[config.mk]
export PLATFORM = sky130hd
export DESIGN_NAME = cie_core
export DESIGN_NICKNAME = d
export VERILOG_FILES = /design/src/pkg/cie_pkg.sv /design/src/logic/cie_core.sv
export SDC_FILE = /design/constraint.sdc
export NUM_CORES = 1
export LEC_CHECK = 0
export BUFFER_PORTS_ARGS = -buffer_cell sky130_fd_sc_hd__buf_2
export CORE_ASPECT_RATIO = 0.5
export CORE_MARGIN = 10
export CORE_UTILIZATION = 55
export DETAILED_ROUTE_END_ITERATION = 8
export PLACE_DENSITY_LB_ADDON = 0.08
export SLEW_MARGIN = 20
export SYNTH_ARGS = -nofsm -noshare
export SYNTH_HDL_FRONTEND = slang
export SYNTH_SLANG_ARGS = --single-unit
[constraint.sdc]
create_clock -name mclk -period 7.35 [get_ports mclk]
set_input_delay 1.1025 -clock mclk [delete_from_list [all_inputs] [get_ports mclk]]
set_output_delay 1.1025 -clock mclk [all_outputs]
set_load 0.05 [all_outputs]
[src/pkg/cie_pkg.sv]
// Shared constants and types for the core instruction execution block.
// Assumes one core clock domain; memories answer combinationally.
package cie_pkg;

   // Data-space addresses of the pointer and working registers
   localparam logic [7:0]  PTR_X_ADDR  = 8'h80;
   localparam logic [7:0]  PTR_Y_ADDR  = 8'h81;
   localparam logic [7:0]  WREG_BASE   = 8'h80;

   // Reset values
   localparam logic [11:0] PC_RESET    = 12'h000;
   localparam logic [7:0]  ACC_RESET   = 8'h00;

   // Opcode classes, held in opcode bits 3:0 (odd codes; even codes branch on a flag)
   localparam logic [3:0]  CLS_CALL    = 4'h1;
   localparam logic [3:0]  CLS_FAR     = 4'h9;
   localparam logic [3:0]  CLS_BTEST   = 4'h3;
   localparam logic [3:0]  CLS_BMOD    = 4'hB;
   localparam logic [3:0]  CLS_SHORT   = 4'h5;
   localparam logic [3:0]  CLS_ALUMEM  = 4'h7;
   localparam logic [3:0]  CLS_LIT     = 4'hD;
   localparam logic [3:0]  CLS_MEMUN   = 4'hF;

   // Two-operand operations, opcode bits 7:6
   localparam logic [1:0]  ALU_SUM     = 2'h0;
   localparam logic [1:0]  ALU_AND     = 2'h1;
   localparam logic [1:0]  ALU_CMP     = 2'h2;
   localparam logic [1:0]  ALU_MINUS   = 2'h3;

   // Single-operand operations
   localparam logic [1:0]  UN_STEPUP   = 2'h0;
   localparam logic [1:0]  UN_STEPDN   = 2'h1;
   localparam logic [1:0]  UN_ZERO     = 2'h2;

   // Inherent operations, opcode bits 6:4 with bit 7 set in the short class
   localparam logic [2:0]  INH_INVERT  = 3'h0;
   localparam logic [2:0]  INH_ROTATE  = 3'h1;
   localparam logic [2:0]  INH_SHIFT   = 3'h2;
   localparam logic [2:0]  INH_IDLE    = 3'h3;
   localparam logic [2:0]  INH_SUBEXIT = 3'h4;
   localparam logic [2:0]  INH_INTEXIT = 3'h5;
   localparam logic [2:0]  INH_STOP    = 3'h6;
   localparam logic [2:0]  INH_WAIT    = 3'h7;

   // Cycle counts per instruction group
   localparam logic [2:0]  CYC_ALU     = 3'h4;
   localparam logic [2:0]  CYC_FLAGBR  = 3'h2;
   localparam logic [2:0]  CYC_BITBR   = 3'h5;
   localparam logic [2:0]  CYC_BITMOD  = 3'h4;
   localparam logic [2:0]  CYC_CTRL    = 3'h2;
   localparam logic [2:0]  CYC_FAR     = 3'h4;

   typedef enum logic {
      ST_RUN  = 1'b0,
      ST_HALT = 1'b1
   } cie_state_t;

   typedef struct packed {
      logic zero;
      logic carry;
   } cie_flags_t;

   typedef struct packed {
      logic [7:0] addr;
      logic [7:0] wdata;
      logic       we;
   } cie_dm_req_t;

endpackage

[src/logic/cie_core.sv]
// Decode and execute sequencer for the 8-bit core.
// Assumes program and data memories read combinationally from the
// registered addresses; a data write commits at the edge after dmReq.we rises.
//
// How it works
// [RULE_01] Two-operand ops: accumulator plus memory or literal
// [RULE_02] Single-operand memory ops reach all 256 locations
// [RULE_03] Invert, rotate, shift act on accumulator only
// [RULE_04] ALU ops take 4 cycles; conjunction keeps carry
// [RULE_05] Step up/down change zero, never carry
// [RULE_06] Flag branches: one byte, 2 cycles, flags kept
// [RULE_07] Flag branch reach is -15 to +16
// [RULE_08] Bit-test branch: 3 bytes, 5 cycles, sets carry
// [RULE_09] Bit-test branch reach is -126 to +129
// [RULE_10] Bit set/clear any bit, 4 cycles
// [RULE_11] Control ops: 2 cycles; interrupt exit restores flags
// [RULE_12] Hardware watchdog turns stop into wait
// [RULE_13] Call and far jump: 12-bit target, 4 cycles
// [RULE_14] Indirect address from X or Y by bit 4
// [RULE_15] Short-direct reaches X, Y, V, W at 80H-83H
// [RULE_16] Zero flags zero result; carry is carry/borrow
`timescale 1ns/1ps

module cie_core #(
   parameter int STACK_DEPTH = 6                  // Return-address cells
) (
   input  wire logic                mclk,         // Core clock, 40 MHz
   input  wire logic                rst_n,        // Asynchronous reset, active low
   output logic [11:0]              pmAddr,       // Program memory address
   input  wire logic [7:0]          pmData,       // Program memory byte at pmAddr
   output cie_pkg::cie_dm_req_t     dmReq,        // Data-space address, write data, strobe
   input  wire logic [7:0]          dmRdata,      // Data-space byte at dmReq.addr
   input  wire logic                wdogHw,       // Hardware watchdog option selected
   input  wire logic                wake,         // Leaves stop or wait, one-cycle pulse
   input  wire cie_pkg::cie_flags_t resumeFlags,  // Flags saved by the interrupt logic
   output logic [7:0]               acc,          // Accumulator
   output cie_pkg::cie_flags_t      flags,        // Zero and carry flags
   output logic                     stopped,      // Core in stop mode
   output logic                     waiting,      // Core in wait mode
   output logic                     instrDone     // Pulse after each instruction
);

   localparam int SPW = $clog2(STACK_DEPTH + 1);

   cie_pkg::cie_state_t state;
   logic [11:0]         pc;
   logic [7:0]          opc;
   logic [7:0]          opnd;
   logic [7:0]          data;
   logic [7:0]          disp;
   logic [2:0]          step;
   logic [11:0]         stack [STACK_DEPTH];
   logic [SPW-1:0]      sp;

   // Decode: step 0 looks at the byte on the bus, later steps at the latch
   wire        running   = (state == cie_pkg::ST_RUN);
   wire [7:0]  curOp     = (step == 3'h0) ? pmData : opc;
   wire [3:0]  cls       = curOp[3:0];
   wire        isFlagBr  = ~curOp[0];
   wire        isCall    = (cls == cie_pkg::CLS_CALL);
   wire        isFar     = isCall | (cls == cie_pkg::CLS_FAR);
   wire        isBTest   = (cls == cie_pkg::CLS_BTEST);
   wire        isBMod    = (cls == cie_pkg::CLS_BMOD);
   wire        isShort   = (cls == cie_pkg::CLS_SHORT) & ~curOp[7];
   wire        isInh     = (cls == cie_pkg::CLS_SHORT) & curOp[7];
   wire        isAluMem  = (cls == cie_pkg::CLS_ALUMEM);
   wire        isLit     = (cls == cie_pkg::CLS_LIT) & (curOp[5:4] == 2'h0);
   wire        isAccUn   = (cls == cie_pkg::CLS_LIT) & (curOp[5:4] == 2'h1);
   wire        isMemUn   = (cls == cie_pkg::CLS_MEMUN) & (curOp[7:6] != 2'h3);
   wire        memForm   = isAluMem | isMemUn;
   wire        isDirect  = memForm & curOp[5];
   wire        isIndir   = memForm & ~curOp[5];
   wire [2:0]  inhOp     = curOp[6:4];
   wire        inhAlu    = isInh & (inhOp <= cie_pkg::INH_SHIFT);
   wire        needByte2 = isFar | isBTest | isBMod | isLit | isDirect;
   wire [2:0]  bitIdx    = curOp[7:5];
   wire [7:0]  bitMask   = 8'h01 << bitIdx;

   // Cycle count per group
   wire [2:0]  cycles    = isFlagBr ? cie_pkg::CYC_FLAGBR :             // RULE_06
                           isBTest  ? cie_pkg::CYC_BITBR :              // RULE_08
                           isBMod   ? cie_pkg::CYC_BITMOD :             // RULE_10
                           isFar    ? cie_pkg::CYC_FAR :                // RULE_13
                           (isInh & ~inhAlu) ? cie_pkg::CYC_CTRL :      // RULE_11
                           (isShort | inhAlu | isAluMem | isLit | isAccUn | isMemUn)
                                    ? cie_pkg::CYC_ALU                  // RULE_04
                                    : cie_pkg::CYC_CTRL;
   wire        lastStep  = running & (step == cycles - 3'h1);

   // Pointer choice for indirect forms; working register for short forms
   wire [7:0]  ptrAddr   = curOp[4] ? cie_pkg::PTR_Y_ADDR : cie_pkg::PTR_X_ADDR;  // RULE_14
   wire [7:0]  shortAddr = cie_pkg::WREG_BASE | {6'h00, curOp[5:4]};             // RULE_15

   // Second operand: literal byte or data-space byte
   wire [7:0]  srcB      = isLit ? opnd : data;                         // RULE_01
   wire [8:0]  sum9      = {1'b0, acc} + {1'b0, srcB};
   wire [8:0]  dif9      = {1'b0, acc} - {1'b0, srcB};
   wire [1:0]  unOp      = isShort ? {1'b0, curOp[6]} : curOp[7:6];
   wire [7:0]  unIn      = isAccUn ? acc : data;
   wire        bitVal    = |(data & bitMask);

   // Execution result, write targets and flag updates
   logic [7:0] result;
   logic       resultCarry;
   logic       wrAcc;
   logic       wrMem;
   logic       updZ;
   logic       updC;
   always_comb begin
      result      = 8'h00;
      resultCarry = flags.carry;
      wrAcc       = 1'b0;
      wrMem       = 1'b0;
      updZ        = 1'b0;
      updC        = 1'b0;
      if (isAluMem | isLit) begin
         updZ = 1'b1;                                                   // RULE_04
         updC = (curOp[7:6] != cie_pkg::ALU_AND);                       // RULE_04
         wrAcc = (curOp[7:6] != cie_pkg::ALU_CMP);
         case (curOp[7:6])
            cie_pkg::ALU_SUM: begin
               result      = sum9[7:0];
               resultCarry = sum9[8];                                   // RULE_16
            end
            cie_pkg::ALU_AND: begin
               result = acc & srcB;
            end
            default: begin
               result      = dif9[7:0];
               resultCarry = dif9[8];                                   // RULE_16
            end
         endcase
      end else if (isShort | isMemUn | isAccUn) begin
         wrAcc = isAccUn;
         wrMem = ~isAccUn;                                              // RULE_02
         case (unOp)
            cie_pkg::UN_STEPUP: begin
               result = unIn + 8'h01;
               updZ   = 1'b1;                                           // RULE_05
            end
            cie_pkg::UN_STEPDN: begin
               result = unIn - 8'h01;
               updZ   = 1'b1;                                           // RULE_05
            end
            default: begin
               // Zeroing the accumulator clears carry; a memory byte keeps both flags
               result      = 8'h00;
               updZ        = isAccUn;
               updC        = isAccUn;
               resultCarry = 1'b0;
            end
         endcase
      end else if (inhAlu) begin
         wrAcc       = 1'b1;                                            // RULE_03
         updZ        = 1'b1;
         updC        = 1'b1;
         resultCarry = acc[7];                                          // RULE_16
         case (inhOp)
            cie_pkg::INH_INVERT: result = ~acc;
            cie_pkg::INH_ROTATE: result = {acc[6:0], flags.carry};
            default:             result = {acc[6:0], 1'b0};
         endcase
      end else if (isBMod) begin
         wrMem  = 1'b1;                                                 // RULE_10
         result = curOp[4] ? (data | bitMask) : (data & ~bitMask);
      end else if (isBTest) begin
         updC        = 1'b1;                                            // RULE_08
         resultCarry = bitVal;
      end
   end

   // Branch decisions and displacements
   logic       flagTaken;
   always_comb begin
      case (curOp[2:1])
         2'h0:    flagTaken = ~flags.zero;
         2'h1:    flagTaken = ~flags.carry;
         2'h2:    flagTaken = flags.zero;
         default: flagTaken = flags.carry;
      endcase
   end
   wire [11:0] dispShort = {{7{curOp[7]}}, curOp[7:3]};
   wire [11:0] dispLong  = {{4{disp[7]}}, disp};
   wire        bitTaken  = (bitVal == curOp[4]);                        // RULE_08
   wire [SPW-1:0] spTop  = (sp == '0) ? SPW'(STACK_DEPTH - 1) : sp - SPW'(1);  // Empty pop wraps
   wire [11:0] byteLen   = isBTest ? 12'h003 : (needByte2 ? 12'h002 : 12'h001);
   wire        isPop     = isInh & ((inhOp == cie_pkg::INH_SUBEXIT) |
                                    (inhOp == cie_pkg::INH_INTEXIT));

   // Address of the following instruction
   logic [11:0] next_pc;
   always_comb begin
      if (isFlagBr & flagTaken) begin
         next_pc = pc + 12'h001 + dispShort;                            // RULE_07
      end else if (isBTest & bitTaken) begin
         next_pc = pc + 12'h002 + dispLong;                             // RULE_09
      end else if (isFar) begin
         next_pc = {curOp[7:4], opnd};                                  // RULE_13
      end else if (isPop) begin
         next_pc = stack[spTop];
      end else begin
         next_pc = pc + byteLen;
      end
   end

   // Stop becomes wait under the hardware watchdog option
   wire        goStop = isInh & (inhOp == cie_pkg::INH_STOP) & ~wdogHw;  // RULE_12
   wire        goWait = isInh & ((inhOp == cie_pkg::INH_WAIT) |
                                 ((inhOp == cie_pkg::INH_STOP) & wdogHw));  // RULE_12

   // Step counter and run/halt state; halt holds step 0 until woken
   always_ff @(posedge mclk or negedge rst_n) begin
      if (!rst_n) begin
         state <= cie_pkg::ST_RUN;
         step  <= 3'h0;
      end else if (!running) begin
         if (wake)
            state <= cie_pkg::ST_RUN;
      end else if (lastStep) begin
         step <= 3'h0;
         if (goStop | goWait)
            state <= cie_pkg::ST_HALT;
      end else begin
         step <= step + 3'h1;
      end
   end

   // Instruction bytes
   always_ff @(posedge mclk or negedge rst_n) begin
      if (!rst_n) begin
         opc  <= 8'h00;
         opnd <= 8'h00;
         disp <= 8'h00;
         data <= 8'h00;
      end else if (running) begin
         if (step == 3'h0)
            opc <= pmData;
         if (step == 3'h1)
            opnd <= pmData;
         if (step == 3'h2) begin
            disp <= pmData;
            data <= dmRdata;
         end
      end
   end

   // Program counter and program memory address
   always_ff @(posedge mclk or negedge rst_n) begin
      if (!rst_n) begin
         pc     <= cie_pkg::PC_RESET;
         pmAddr <= cie_pkg::PC_RESET;
      end else if (lastStep) begin
         pc     <= next_pc;
         pmAddr <= next_pc;
      end else if (running & (step == 3'h0) & needByte2) begin
         pmAddr <= pc + 12'h001;
      end else if (running & (step == 3'h1) & isBTest) begin
         pmAddr <= pc + 12'h002;
      end
   end

   // Data-space address and write strobe; the strobe lasts one cycle
   always_ff @(posedge mclk or negedge rst_n) begin
      if (!rst_n) begin
         dmReq <= '0;
      end else begin
         dmReq.we <= lastStep & wrMem;
         if (lastStep)
            dmReq.wdata <= result;
         if (running & (step == 3'h0) & isIndir)
            dmReq.addr <= ptrAddr;                                      // RULE_14
         else if (running & (step == 3'h0) & isShort)
            dmReq.addr <= shortAddr;                                    // RULE_15
         else if (running & (step == 3'h1) & isIndir)
            dmReq.addr <= dmRdata;
         else if (running & (step == 3'h1) & (isDirect | isBMod | isBTest))
            dmReq.addr <= pmData;                                       // RULE_02
      end
   end

   // Accumulator and flags
   always_ff @(posedge mclk or negedge rst_n) begin
      if (!rst_n) begin
         acc   <= cie_pkg::ACC_RESET;
         flags <= '0;
      end else if (lastStep) begin
         if (wrAcc)
            acc <= result;
         if (isInh & (inhOp == cie_pkg::INH_INTEXIT)) begin
            flags <= resumeFlags;                                       // RULE_11
         end else begin
            if (updZ)
               flags.zero <= (result == 8'h00);                         // RULE_16
            if (updC)
               flags.carry <= resultCarry;
         end
      end
   end

   // Return stack; overflow wraps and overwrites the oldest cell
   always_ff @(posedge mclk or negedge rst_n) begin
      if (!rst_n) begin
         sp <= '0;
      end else if (lastStep & isCall) begin
         stack[sp] <= pc + 12'h002;
         sp        <= (sp == SPW'(STACK_DEPTH - 1)) ? '0 : sp + SPW'(1);
      end else if (lastStep & isPop) begin
         sp <= spTop;
      end
   end

   // Status outputs
   always_ff @(posedge mclk or negedge rst_n) begin
      if (!rst_n) begin
         stopped   <= 1'b0;
         waiting   <= 1'b0;
         instrDone <= 1'b0;
      end else begin
         instrDone <= lastStep;
         if (lastStep) begin
            stopped <= goStop;
            waiting <= goWait;
         end else if (!running & wake) begin
            stopped <= 1'b0;
            waiting <= 1'b0;
         end
      end
   end

endmodule

==> impl_metrics.toml, run 1 <==
[synthesis]
syn_area_per_cell_um2 = 9.98
synth_cells = 1132
synth.lib_cells_used.distinct = 95
synth-compound-area-share = 0.193
largest_family_of_logic_cells_by_synthesized_area = "compound AO/OA/AOI/OAI gates"
synth_enable_flop_cells = 72
synth.ff_latch_count = 165
synthFlopType = "dfrtp_1"
synthSimpleGateAreaFrac = 0.148
postSynthNetCount = 1215
library_cell_with_the_highest_instance_count_after_synthesis = "nand2_1"
synth.largest_area_cell = "dfrtp_1"
fraction_of_synthesized_area_in_multiplexers = 0.109
synth_top_cells_by_area = "dfrtp_1, edfxtp_1, ha_1"
fraction_of_synthesized_cell_area_in_xor_and_xnor_cells = 0.0426
sequential_cell_area_fraction_in_the_yosys_report = 0.397
synth.cells.most_frequent = "nand2_1, nor2_1, dfrtp_1"
yosys.area_share.adder = 0.0724
synthArstFlopShare = 0.564
synth.cell_area_mm2 = 0.0113
yosysTopAreaCellShare = 0.206
synth-warning-count = 0

[setup_path]
worstSetupPathDepth = 15
start_point_of_the_critical_path = "step[0]"
setup.worst_path.end_class = "flop"
cp_cell_sequence = "inv_1 -> ha_1 -> nand2b_4 -> mux2i_1 -> a31oi_1 -> nand2b_1 -> a31oi_1 -> ha_1 -> xnor2_1 -> nor3_1 -> o21ai_2 -> clkinv_1 -> nand3_1 -> nand3b_1 -> nor3b_2"
timing_worst_setup_path_type = "flop to flop"
reg2reg_from = "step[0]"
reg_to_reg_slack_setup_ns = 1.07
critical-path-max-stage-delay_ns = 0.87
cp_slowest_cell = "nor3b_2"
largest_fanout_on_the_critical_path = 31
crit-reg2reg-capture = "stack[2][11]"
cp_num_buf_inv = 2
cp_top_family = "simple AND/OR/NAND/NOR gates"
crit_path_start_kind = "flop"
worstPathRequired_ns = 7.42
critical_path_arrival_ns = 6.35
rr_worst_depth = 15

[min_path]
timing.hold.worst.class = "flop to flop"
min_path_cells = 2
hp-start = "dmReq[3]"
min_delay_worst_endpoint = "dmReq[3]"

[die]
io-pin-count = 64
floorplan.die.height_um = 121
floorplan.initialDensity = 0.570
die_width_um = 223
placement_rows = 36
design.die.area_mm2 = 0.0270
floorplan.core_area_mm2 = 0.0198

[clocking]
numCtsBuffers = 17
clock_tree.buffer_depth = 2
clock_insertion_delay_worst_skew_ns = 0.45
hold_fix_buffer_count_after_cts = 0
cts_clock_pin_slew_for_the_worst_setup_and_hold_paths_ns = 0.07
cts-resized-gates = 0
post_cts_buffers = 0
root_buffer = "clkbuf_16"
ctsHtreeMaxLevel = 4
cts_tree = "done"
clock-sinks = 165

[sta]
grt_setup_unrepaired = "no"
layout_worst_path_cycle_share = 0.854
final-setup-viol-count = 0
final_hold_vios = 0
timing.clock.skew_ns = 0.0114
fmax_mhz = 159
timing.max_slew.rel_slack = 0.279
drv_slew = 0
hold_ws_ns = 0.478
final_period_minus_worst_setup_slack_ns = 6.28
worst_slew_pin_slew_ns = 1.07
setup_total_negative_slack_ns = 0

[grt]
gr-usage-all-layers = 0.259
first_global_vias = 9293
grt_pass1_wl_um = 54900
antenna_found_initial = 0
overflow = 0
grt_max_degree = 49

[detailed_routing]
vias = 9609
drt-pass1-iter-count = 6
remaining_drc_errors = 0
final_antenna_net_count = 0
number_of_drc_markers_after_the_initial_detailed_route_iteration = 1236
routed_wire_length_per_instance_um = 24.3
wl_um = 35200
via_per_inst = 6.63

[final_layout]
drive_above_1_share = 0.180
fin_nets = 1254
area_growth_syn_to_layout_pct = 9.93
diodes = 0
nFillCells = 1658

[job]
maxCapViolCount = 0

[place]
dpl.hpwl_um = 25900
gpl.final_weighted_congestion = 0.970
buffer_ports.inserted = 63

[status]
run_status = "finished clean"
==> sequential cells by signal, indices dropped and copies added (netlist names) <==
name,cells
stack,72
dmReq,17
pc,12
pmAddr,12
acc,8
data,8
disp,8
opc,8
opnd,8
sp,3
step,3
flags,2
instrDone,1
state,1
stopped,1
waiting,1
==> cell type report <==
| class | count | area, um^2 | share of cell area |
|---|---|---|---|
| multi-input combinational | 864 | 6410 | 0.516 |
| sequential | 165 | 4490 | 0.361 |
| timing repair buffer | 78 | 430 | 0.0347 |
| clock buffer | 18 | 429 | 0.0346 |
| tap | 266 | 333 | 0.0268 |
| inverter | 45 | 171 | 0.0138 |
| clock inverter | 14 | 158 | 0.0127 |
==> worst max path at each step <==
stage / to / slack (ns)
floorplan: stack[4][0] / 2.00
CTS: stack[2][3] / 1.18
finish: stack[2][11] / 1.07
detailed placement: stack[2][10] / 1.21
global route: stack[3][5] / 0.69
global placement: stack[3][10] / 1.53
==> worst register-to-register path, stage by stage (launching register included) <==
cell and delay, ns:
dfrtp_1 0.43, inv_1 0.15, ha_1 0.47, nand2b_4 0.37, mux2i_1 0.86, a31oi_1 0.31
nand2b_1 0.48, a31oi_1 0.33, ha_1 0.29, xnor2_1 0.12, nor3_1 0.23, o21ai_2 0.10
clkinv_1 0.07, nand3_1 0.40, nand3b_1 0.43, nor3b_2 0.87
==> metal layers <==
| metal | up-vias | share of wire | global-route usage |
|---|---|---|---|
| li1 | 4348 | - | - |
| met1 | 4782 | 0.43 | 0.344 |
| met2 | 421 | 0.47 | 0.418 |
| met3 | 58 | 0.078 | 0.0551 |
| met4 | 0 | 0.023 | 0.0793 |
| met5 | - | 0 | 0 |
==> per-stage QoR <==
step                setup WS (ns)  cells  area (um^2)  utilization
finish                       1.07   1450        12400        0.627
global placement             1.53   1418        11800        0.597
global route                0.688   1450        12400        0.627
detailed placement           1.21   1418        11800        0.597
CTS                          1.18   1450        12400        0.627
floorplan                    2.00   1132        11300            -
==> placed cells by master (no fill, tap or decap), types with 12 or more instances in the layout <==
cell / netlist / layout
a211oi_1: 16 / 16
a21o_1: 19 / 19
a21oi_1: 59 / 59
a31oi_1: 21 / 21
buf_2: 14 / 62
buf_4: 2 / 16
clkbuf_16: 0 / 17
dfrtp_1: 93 / 93
edfxtp_1: 72 / 72
ha_1: 55 / 55
inv_1: 38 / 38
mux2_2: 48 / 48
mux2i_1: 39 / 39
mux4_2: 12 / 12
nand2_1: 107 / 107
nand3_1: 32 / 32
nor2_1: 94 / 94
nor3_1: 33 / 31
o211ai_1: 13 / 13
o21a_1: 13 / 13
o21ai_0: 48 / 48
xnor2_1: 40 / 40
xor2_1: 15 / 15
==> kinds of logic after synthesis <==
group / after synthesis
adders and majority gates: 62
AOI/OAI and AO/OA: 307
buffers and inverters: 103
and+or+nand+nor: 339
DFF: 165
xor gates and xnor gates: 55
muxes: 101
Power of run 1 is left out: the tool's default activity adds up to more than one toggle a clock period on the data nets, which glitch-free logic cannot reach.
==> run 2: changes to the inputs <==
CORE_MARGIN = 2   (was 10)
clock period = 6.45 ns   (was 7.35 ns; I/O delays follow)
==> run 2 against run 1 <==
Non-clock buffer count up 8. Clock-buffer cell count rose by 1. Global-route usage rose by 8.1 points. Via count decreased by 1.0%. Core utilization is 0.26 points higher. Critical path depth increased by 1. Clock skew fell by 0.0011 ns. Sequential share of layout area is 0.069 points lower. Register-to-register slack lost 0.44 ns. Hold slack lost 0.0081 ns. Die area shrank 19%. Wire length rose by 0.75%. Critical path type unchanged. Highest routed layer unchanged.
==> impl_metrics.toml, run 2 (synthesis results as in run 1) <==
[die]
design.die.area_mm2 = 0.0218
io-pin-count = 64
die_width_um = 207
floorplan.initialDensity = 0.571
placement_rows = 36
floorplan.core_area_mm2 = 0.0198
floorplan.die.height_um = 105

[clocking]
hold_fix_buffer_count_after_cts = 0
clock_insertion_delay_worst_skew_ns = 0.45
post_cts_buffers = 0
clock-sinks = 165
cts_tree = "done"
clock_tree.buffer_depth = 2
root_buffer = "clkbuf_16"
cts-resized-gates = 0
ctsHtreeMaxLevel = 4
numCtsBuffers = 17
cts_clock_pin_slew_for_the_worst_setup_and_hold_paths_ns = 0.07

[detailed_routing]
number_of_drc_markers_after_the_initial_detailed_route_iteration = 1112
final_antenna_net_count = 0
via_per_inst = 6.52
routed_wire_length_per_instance_um = 24.3
remaining_drc_errors = 0
vias = 9513
drt-pass1-iter-count = 5
wl_um = 35500

[sta]
final-setup-viol-count = 0
timing.max_slew.rel_slack = 0.346
layout_worst_path_cycle_share = 0.902
worst_slew_pin_slew_ns = 0.976
setup_total_negative_slack_ns = 0
final_hold_vios = 0
grt_setup_unrepaired = "no"
timing.clock.skew_ns = 0.0103
drv_slew = 0
final_period_minus_worst_setup_slack_ns = 5.81
fmax_mhz = 172

[job]
maxCapViolCount = 0

[grt]
met1_usage = 0.476
met2_resource_use_gr = 0.513
overflow = 0
grt_util_met3 = 0.0832
gr-usage-all-layers = 0.339
grt_max_degree = 53
grt_pass1_wl_um = 54800
grt_busiest_layer = "met2"
first_global_vias = 9234
antenna_found_initial = 0

[place]
dpl.hpwl_um = 26100
buffer_ports.inserted = 63
gpl.final_weighted_congestion = 0.983

[final_layout]
register_bank_with_the_most_flops = "stack"
largest_reg_flops = 72
drive_above_1_share = 0.187
final_cell_mix = "nand2_1, nor2_1, dfrtp_1, edfxtp_1, buf_2"
nFillCells = 1654
fin_nets = 1262
seqCellArea_mm2 = 0.00449
largestRegisters = "stack: 72 flops, dmReq: 17 flops"
area_growth_syn_to_layout_pct = 10.1
mostFrequentLayoutCell = "nand2_1"
multi_input_comb_area_mm2 = 0.00641
diodes = 0

[setup_path]
critical_path_arrival_ns = 5.89
cp_cell_sequence = "inv_1 -> ha_1 -> nand2b_4 -> a31oi_2 -> or3_1 -> nand2_1 -> nor2_1 -> a31oi_1 -> ha_1 -> xnor2_1 -> nor3_1 -> o21ai_2 -> clkinv_1 -> nand3_1 -> nand3b_1 -> nor3b_2"
cp_slowest_cell = "nor3b_2"
setup.worst_path.end_class = "flop"
worstPathRequired_ns = 6.52
timing_worst_setup_path_type = "flop to flop"
critical-path-max-stage-delay_ns = 0.85
cp_top_family = "simple AND/OR/NAND/NOR gates"
crit_path_start_kind = "flop"
largest_fanout_on_the_critical_path = 31
cp_num_buf_inv = 2
timing.critical_path.mode_cell = "ha_1"

[status]
run_status = "finished clean"

[min_path]
timing.hold.worst.class = "flop to flop"
==> run 2: final timing paths <==
| check | from | endpoint | slack (ns) | cells after the start |
|---|---|---|---|---|
| worst max-delay path | step[0] | stack[2][3] | 0.64 | 16 |
| max in group asynchronous | rst_n | dmReq[7] | 4.75 | 2 |
| min in group asynchronous | rst_n | dmReq[9] | 0.52 | 1 |
| worst min-delay path | dmReq[3] | dmReq[3] | 0.47 | 2 |
| worst max register to register | step[0] | stack[2][3] | 0.64 | 16 |
| worst min register to register | dmReq[3] | dmReq[3] | 0.47 | 2 |
==> run 2: area by class of cell <==
type                    instances  share of cell area
repair buffers                 86              0.0394
clock inverters                13             0.00955
clock buffers                  19              0.0348
multi-input cells             864               0.515
inverters                      45              0.0138
flip-flops and latches        165               0.361
well taps                     266              0.0267
==> run 2: per-layer routing <==
| layer | vias to the layer above | part of all wire |
|---|---|---|
| met4 | 0 | 0.029 |
| met2 | 429 | 0.44 |
| li1 | 4370 | - |
| met1 | 4644 | 0.44 |
| met5 | - | 0 |
| met3 | 70 | 0.088 |
==> run 2: worst min-delay path, delay by kind of cell (launching register included) <==
| kind | cells | cell delay (ns) |
|---|---|---|
| DFF | 1 | 0.34 |
| and+or+nand+nor | 2 | 0.10 |
==> run 2: stage by stage <==
stage / std cells / area (um^2) / util / setup WS, ns / hold WS [ns]
finish: 1458 / 12400 / 0.629 / 0.635 / 0.470
global route: 1458 / 12400 / 0.629 / 0.248 / 0.509
CTS: 1458 / 12400 / 0.629 / 0.746 / 0.475
detailed placement: 1426 / 11900 / 0.601 / 0.831 / 0.458
global placement: 1426 / 11900 / 0.601 / 1.01 / 0.453
floorplan: 1132 / 11300 / - / 1.24 / 0.485
Power of run 2 is left out for the same reason.
==> run 3: changes to the inputs <==
BUFFER_PORTS_ARGS = not set   (was -buffer_cell sky130_fd_sc_hd__buf_2)
DONT_BUFFER_PORTS = 1   (was not set)
==> run 3 against run 2 <==
Register-to-register slack gained 0.50 ns. Sequential share of layout area is 1.0 points higher. Final area shrank 2.7%. Via count is 2.5% lower. Core utilization is 1.7 points lower. Sequential cell count unchanged. Largest cell class unchanged. Critical path depth increased by 4. Clock-buffer cell count down 2. Clock skew rose by 0.0022 ns.
==> impl_metrics.toml, run 3 (synthesis results as in run 1) <==
[status]
run_status = "finished clean"

[sta]
fmax_mhz = 188
timing.max_slew.rel_slack = 0.305
setup_total_negative_slack_ns = 0
layout_worst_path_cycle_share = 0.824
final-setup-viol-count = 0
worst_setup_slack_after_layout_ns = 1.14
worst_slew_pin_slew_ns = 1.03
drv_slew = 0
grt_setup_unrepaired = "no"
final_hold_vios = 0
final_period_minus_worst_setup_slack_ns = 5.31
timing.clock.skew_ns = 0.0125

[clocking]
hold_fix_buffer_count_after_cts = 0
cts_tree = "done"
post_cts_buffers = 0
ctsHtreeMaxLevel = 4
root_buffer = "clkbuf_16"
clock-sinks = 165
cts-resized-gates = 0
clock_tree.buffer_depth = 2
cts_clock_pin_slew_for_the_worst_setup_and_hold_paths_ns = 0.07
clock_insertion_delay_worst_skew_ns = 0.46
numCtsBuffers = 17

[min_path]
timing.hold.worst.class = "primary input to async pin"

[grt]
first_global_vias = 8990
antenna_found_initial = 1
gr-usage-all-layers = 0.332
grt_pass1_wl_um = 53700
grt_max_degree = 96
overflow = 0

[final_layout]
fin_nets = 1192
largestRegisters = "stack: 72 flops, dmReq: 17 flops"
drive_above_1_share = 0.136
final_cell_mix = "nand2_1, nor2_1, dfrtp_1, edfxtp_1, a21oi_1"
diodes = 0
largest_reg_flops = 72
area_growth_syn_to_layout_pct = 7.18
register_bank_with_the_most_flops = "stack"
mostFrequentLayoutCell = "nand2_1"

[setup_path]
setup.worst_path.end_class = "flop"
start_point_of_the_critical_path = "step[0]"
crit_path_start_kind = "flop"
crit_path_end = "stack[2][3]"
reg2reg_from = "step[0]"
worstPathRequired_ns = 6.60
crit-reg2reg-capture = "stack[2][3]"
reg_to_reg_slack_setup_ns = 1.14
rr_worst_depth = 20
timing_worst_setup_path_type = "flop to flop"
critical_path_arrival_ns = 5.46
largest_fanout_on_the_critical_path = 31

[die]
io-pin-count = 64
floorplan.core_area_mm2 = 0.0198
design.die.area_mm2 = 0.0218
floorplan.initialDensity = 0.571
floorplan.die.height_um = 105
placement_rows = 36
die_width_um = 207

[detailed_routing]
routed_wire_length_per_instance_um = 25.0
drt-pass1-iter-count = 5
number_of_drc_markers_after_the_initial_detailed_route_iteration = 950
vias = 9275
remaining_drc_errors = 0
via_per_inst = 6.69
wl_um = 34700
final_antenna_net_count = 0

[place]
dpl.hpwl_um = 25300
buffer_ports.inserted = 0
gpl.final_weighted_congestion = 0.973
preCtsSetupSlack_ns = 1.19

[job]
maxCapViolCount = 0
run 3: cell types whose count changed in the layout (fill, tap and decap cells not counted), sizes merged:
cell,delta
inv,+1
clkinv,-2
clkbuf,-2
bufinv,+2
buf,-70
run 3: worst min-delay path by stage:
stage                       start  cells after the start        end  slack, ns
after floorplan           disp[0]                      1    disp[0]       0.48
after global placement    disp[0]                      1    disp[0]       0.50
after detailed placement  disp[2]                      1    disp[2]       0.51
after CTS                   rst_n                      0  dmReq[15]       0.19
after global routing        rst_n                      0  dmReq[14]       0.19
final                       rst_n                      0    data[4]       0.21
run 3: area by class of cell:
cell class	count	area [um^2]
fillers	1689	7660
multi-input cells	864	6400
flip-flops and latches	165	4490
clock buffers	17	425
well taps	266	333
inverters	45	171
clock inverters	14	165
repair buffers	16	120
run 3: through the flow:
| step | utilization | std cells | hold WS, ns | instance area [um^2] |
|---|---|---|---|---|
| global placement | 0.582 | 1356 | 0.496 | 11500 |
| floorplan | - | 1132 | 0.485 | 11300 |
| detailed placement | 0.582 | 1356 | 0.510 | 11500 |
| CTS | 0.612 | 1387 | 0.186 | 12100 |
| finish | 0.612 | 1387 | 0.207 | 12100 |
| global route | 0.612 | 1387 | 0.192 | 12100 |
run 3: critical path, cell delays in order, from the launching register on:
cell      delay, ns
dfrtp_1        0.43
inv_1          0.14
ha_1           0.38
nand2b_4       0.33
mux2i_1        0.24
buf_4          0.21
inv_1          0.10
buf_4          0.20
a2111o_1       0.48
nand2_1        0.16
nor2_1         0.05
a31oi_1        0.34
ha_1           0.31
xnor2_1        0.12
nor3_1         0.22
o21ai_2        0.09
clkinv_1       0.08
nand3_1        0.30
nand3b_1       0.37
nor3b_2        0.19
buf_4          0.24
run 3: metal layers:
metal,GRT usage,part of all wire,vias to the layer above
met5,0,0,-
met4,0.112,0.026,0
met3,0.0900,0.093,71
met2,0.501,0.44,431
met1,0.461,0.44,4553
li1,-,-,4220
Power of run 3 is left out for the same reason.
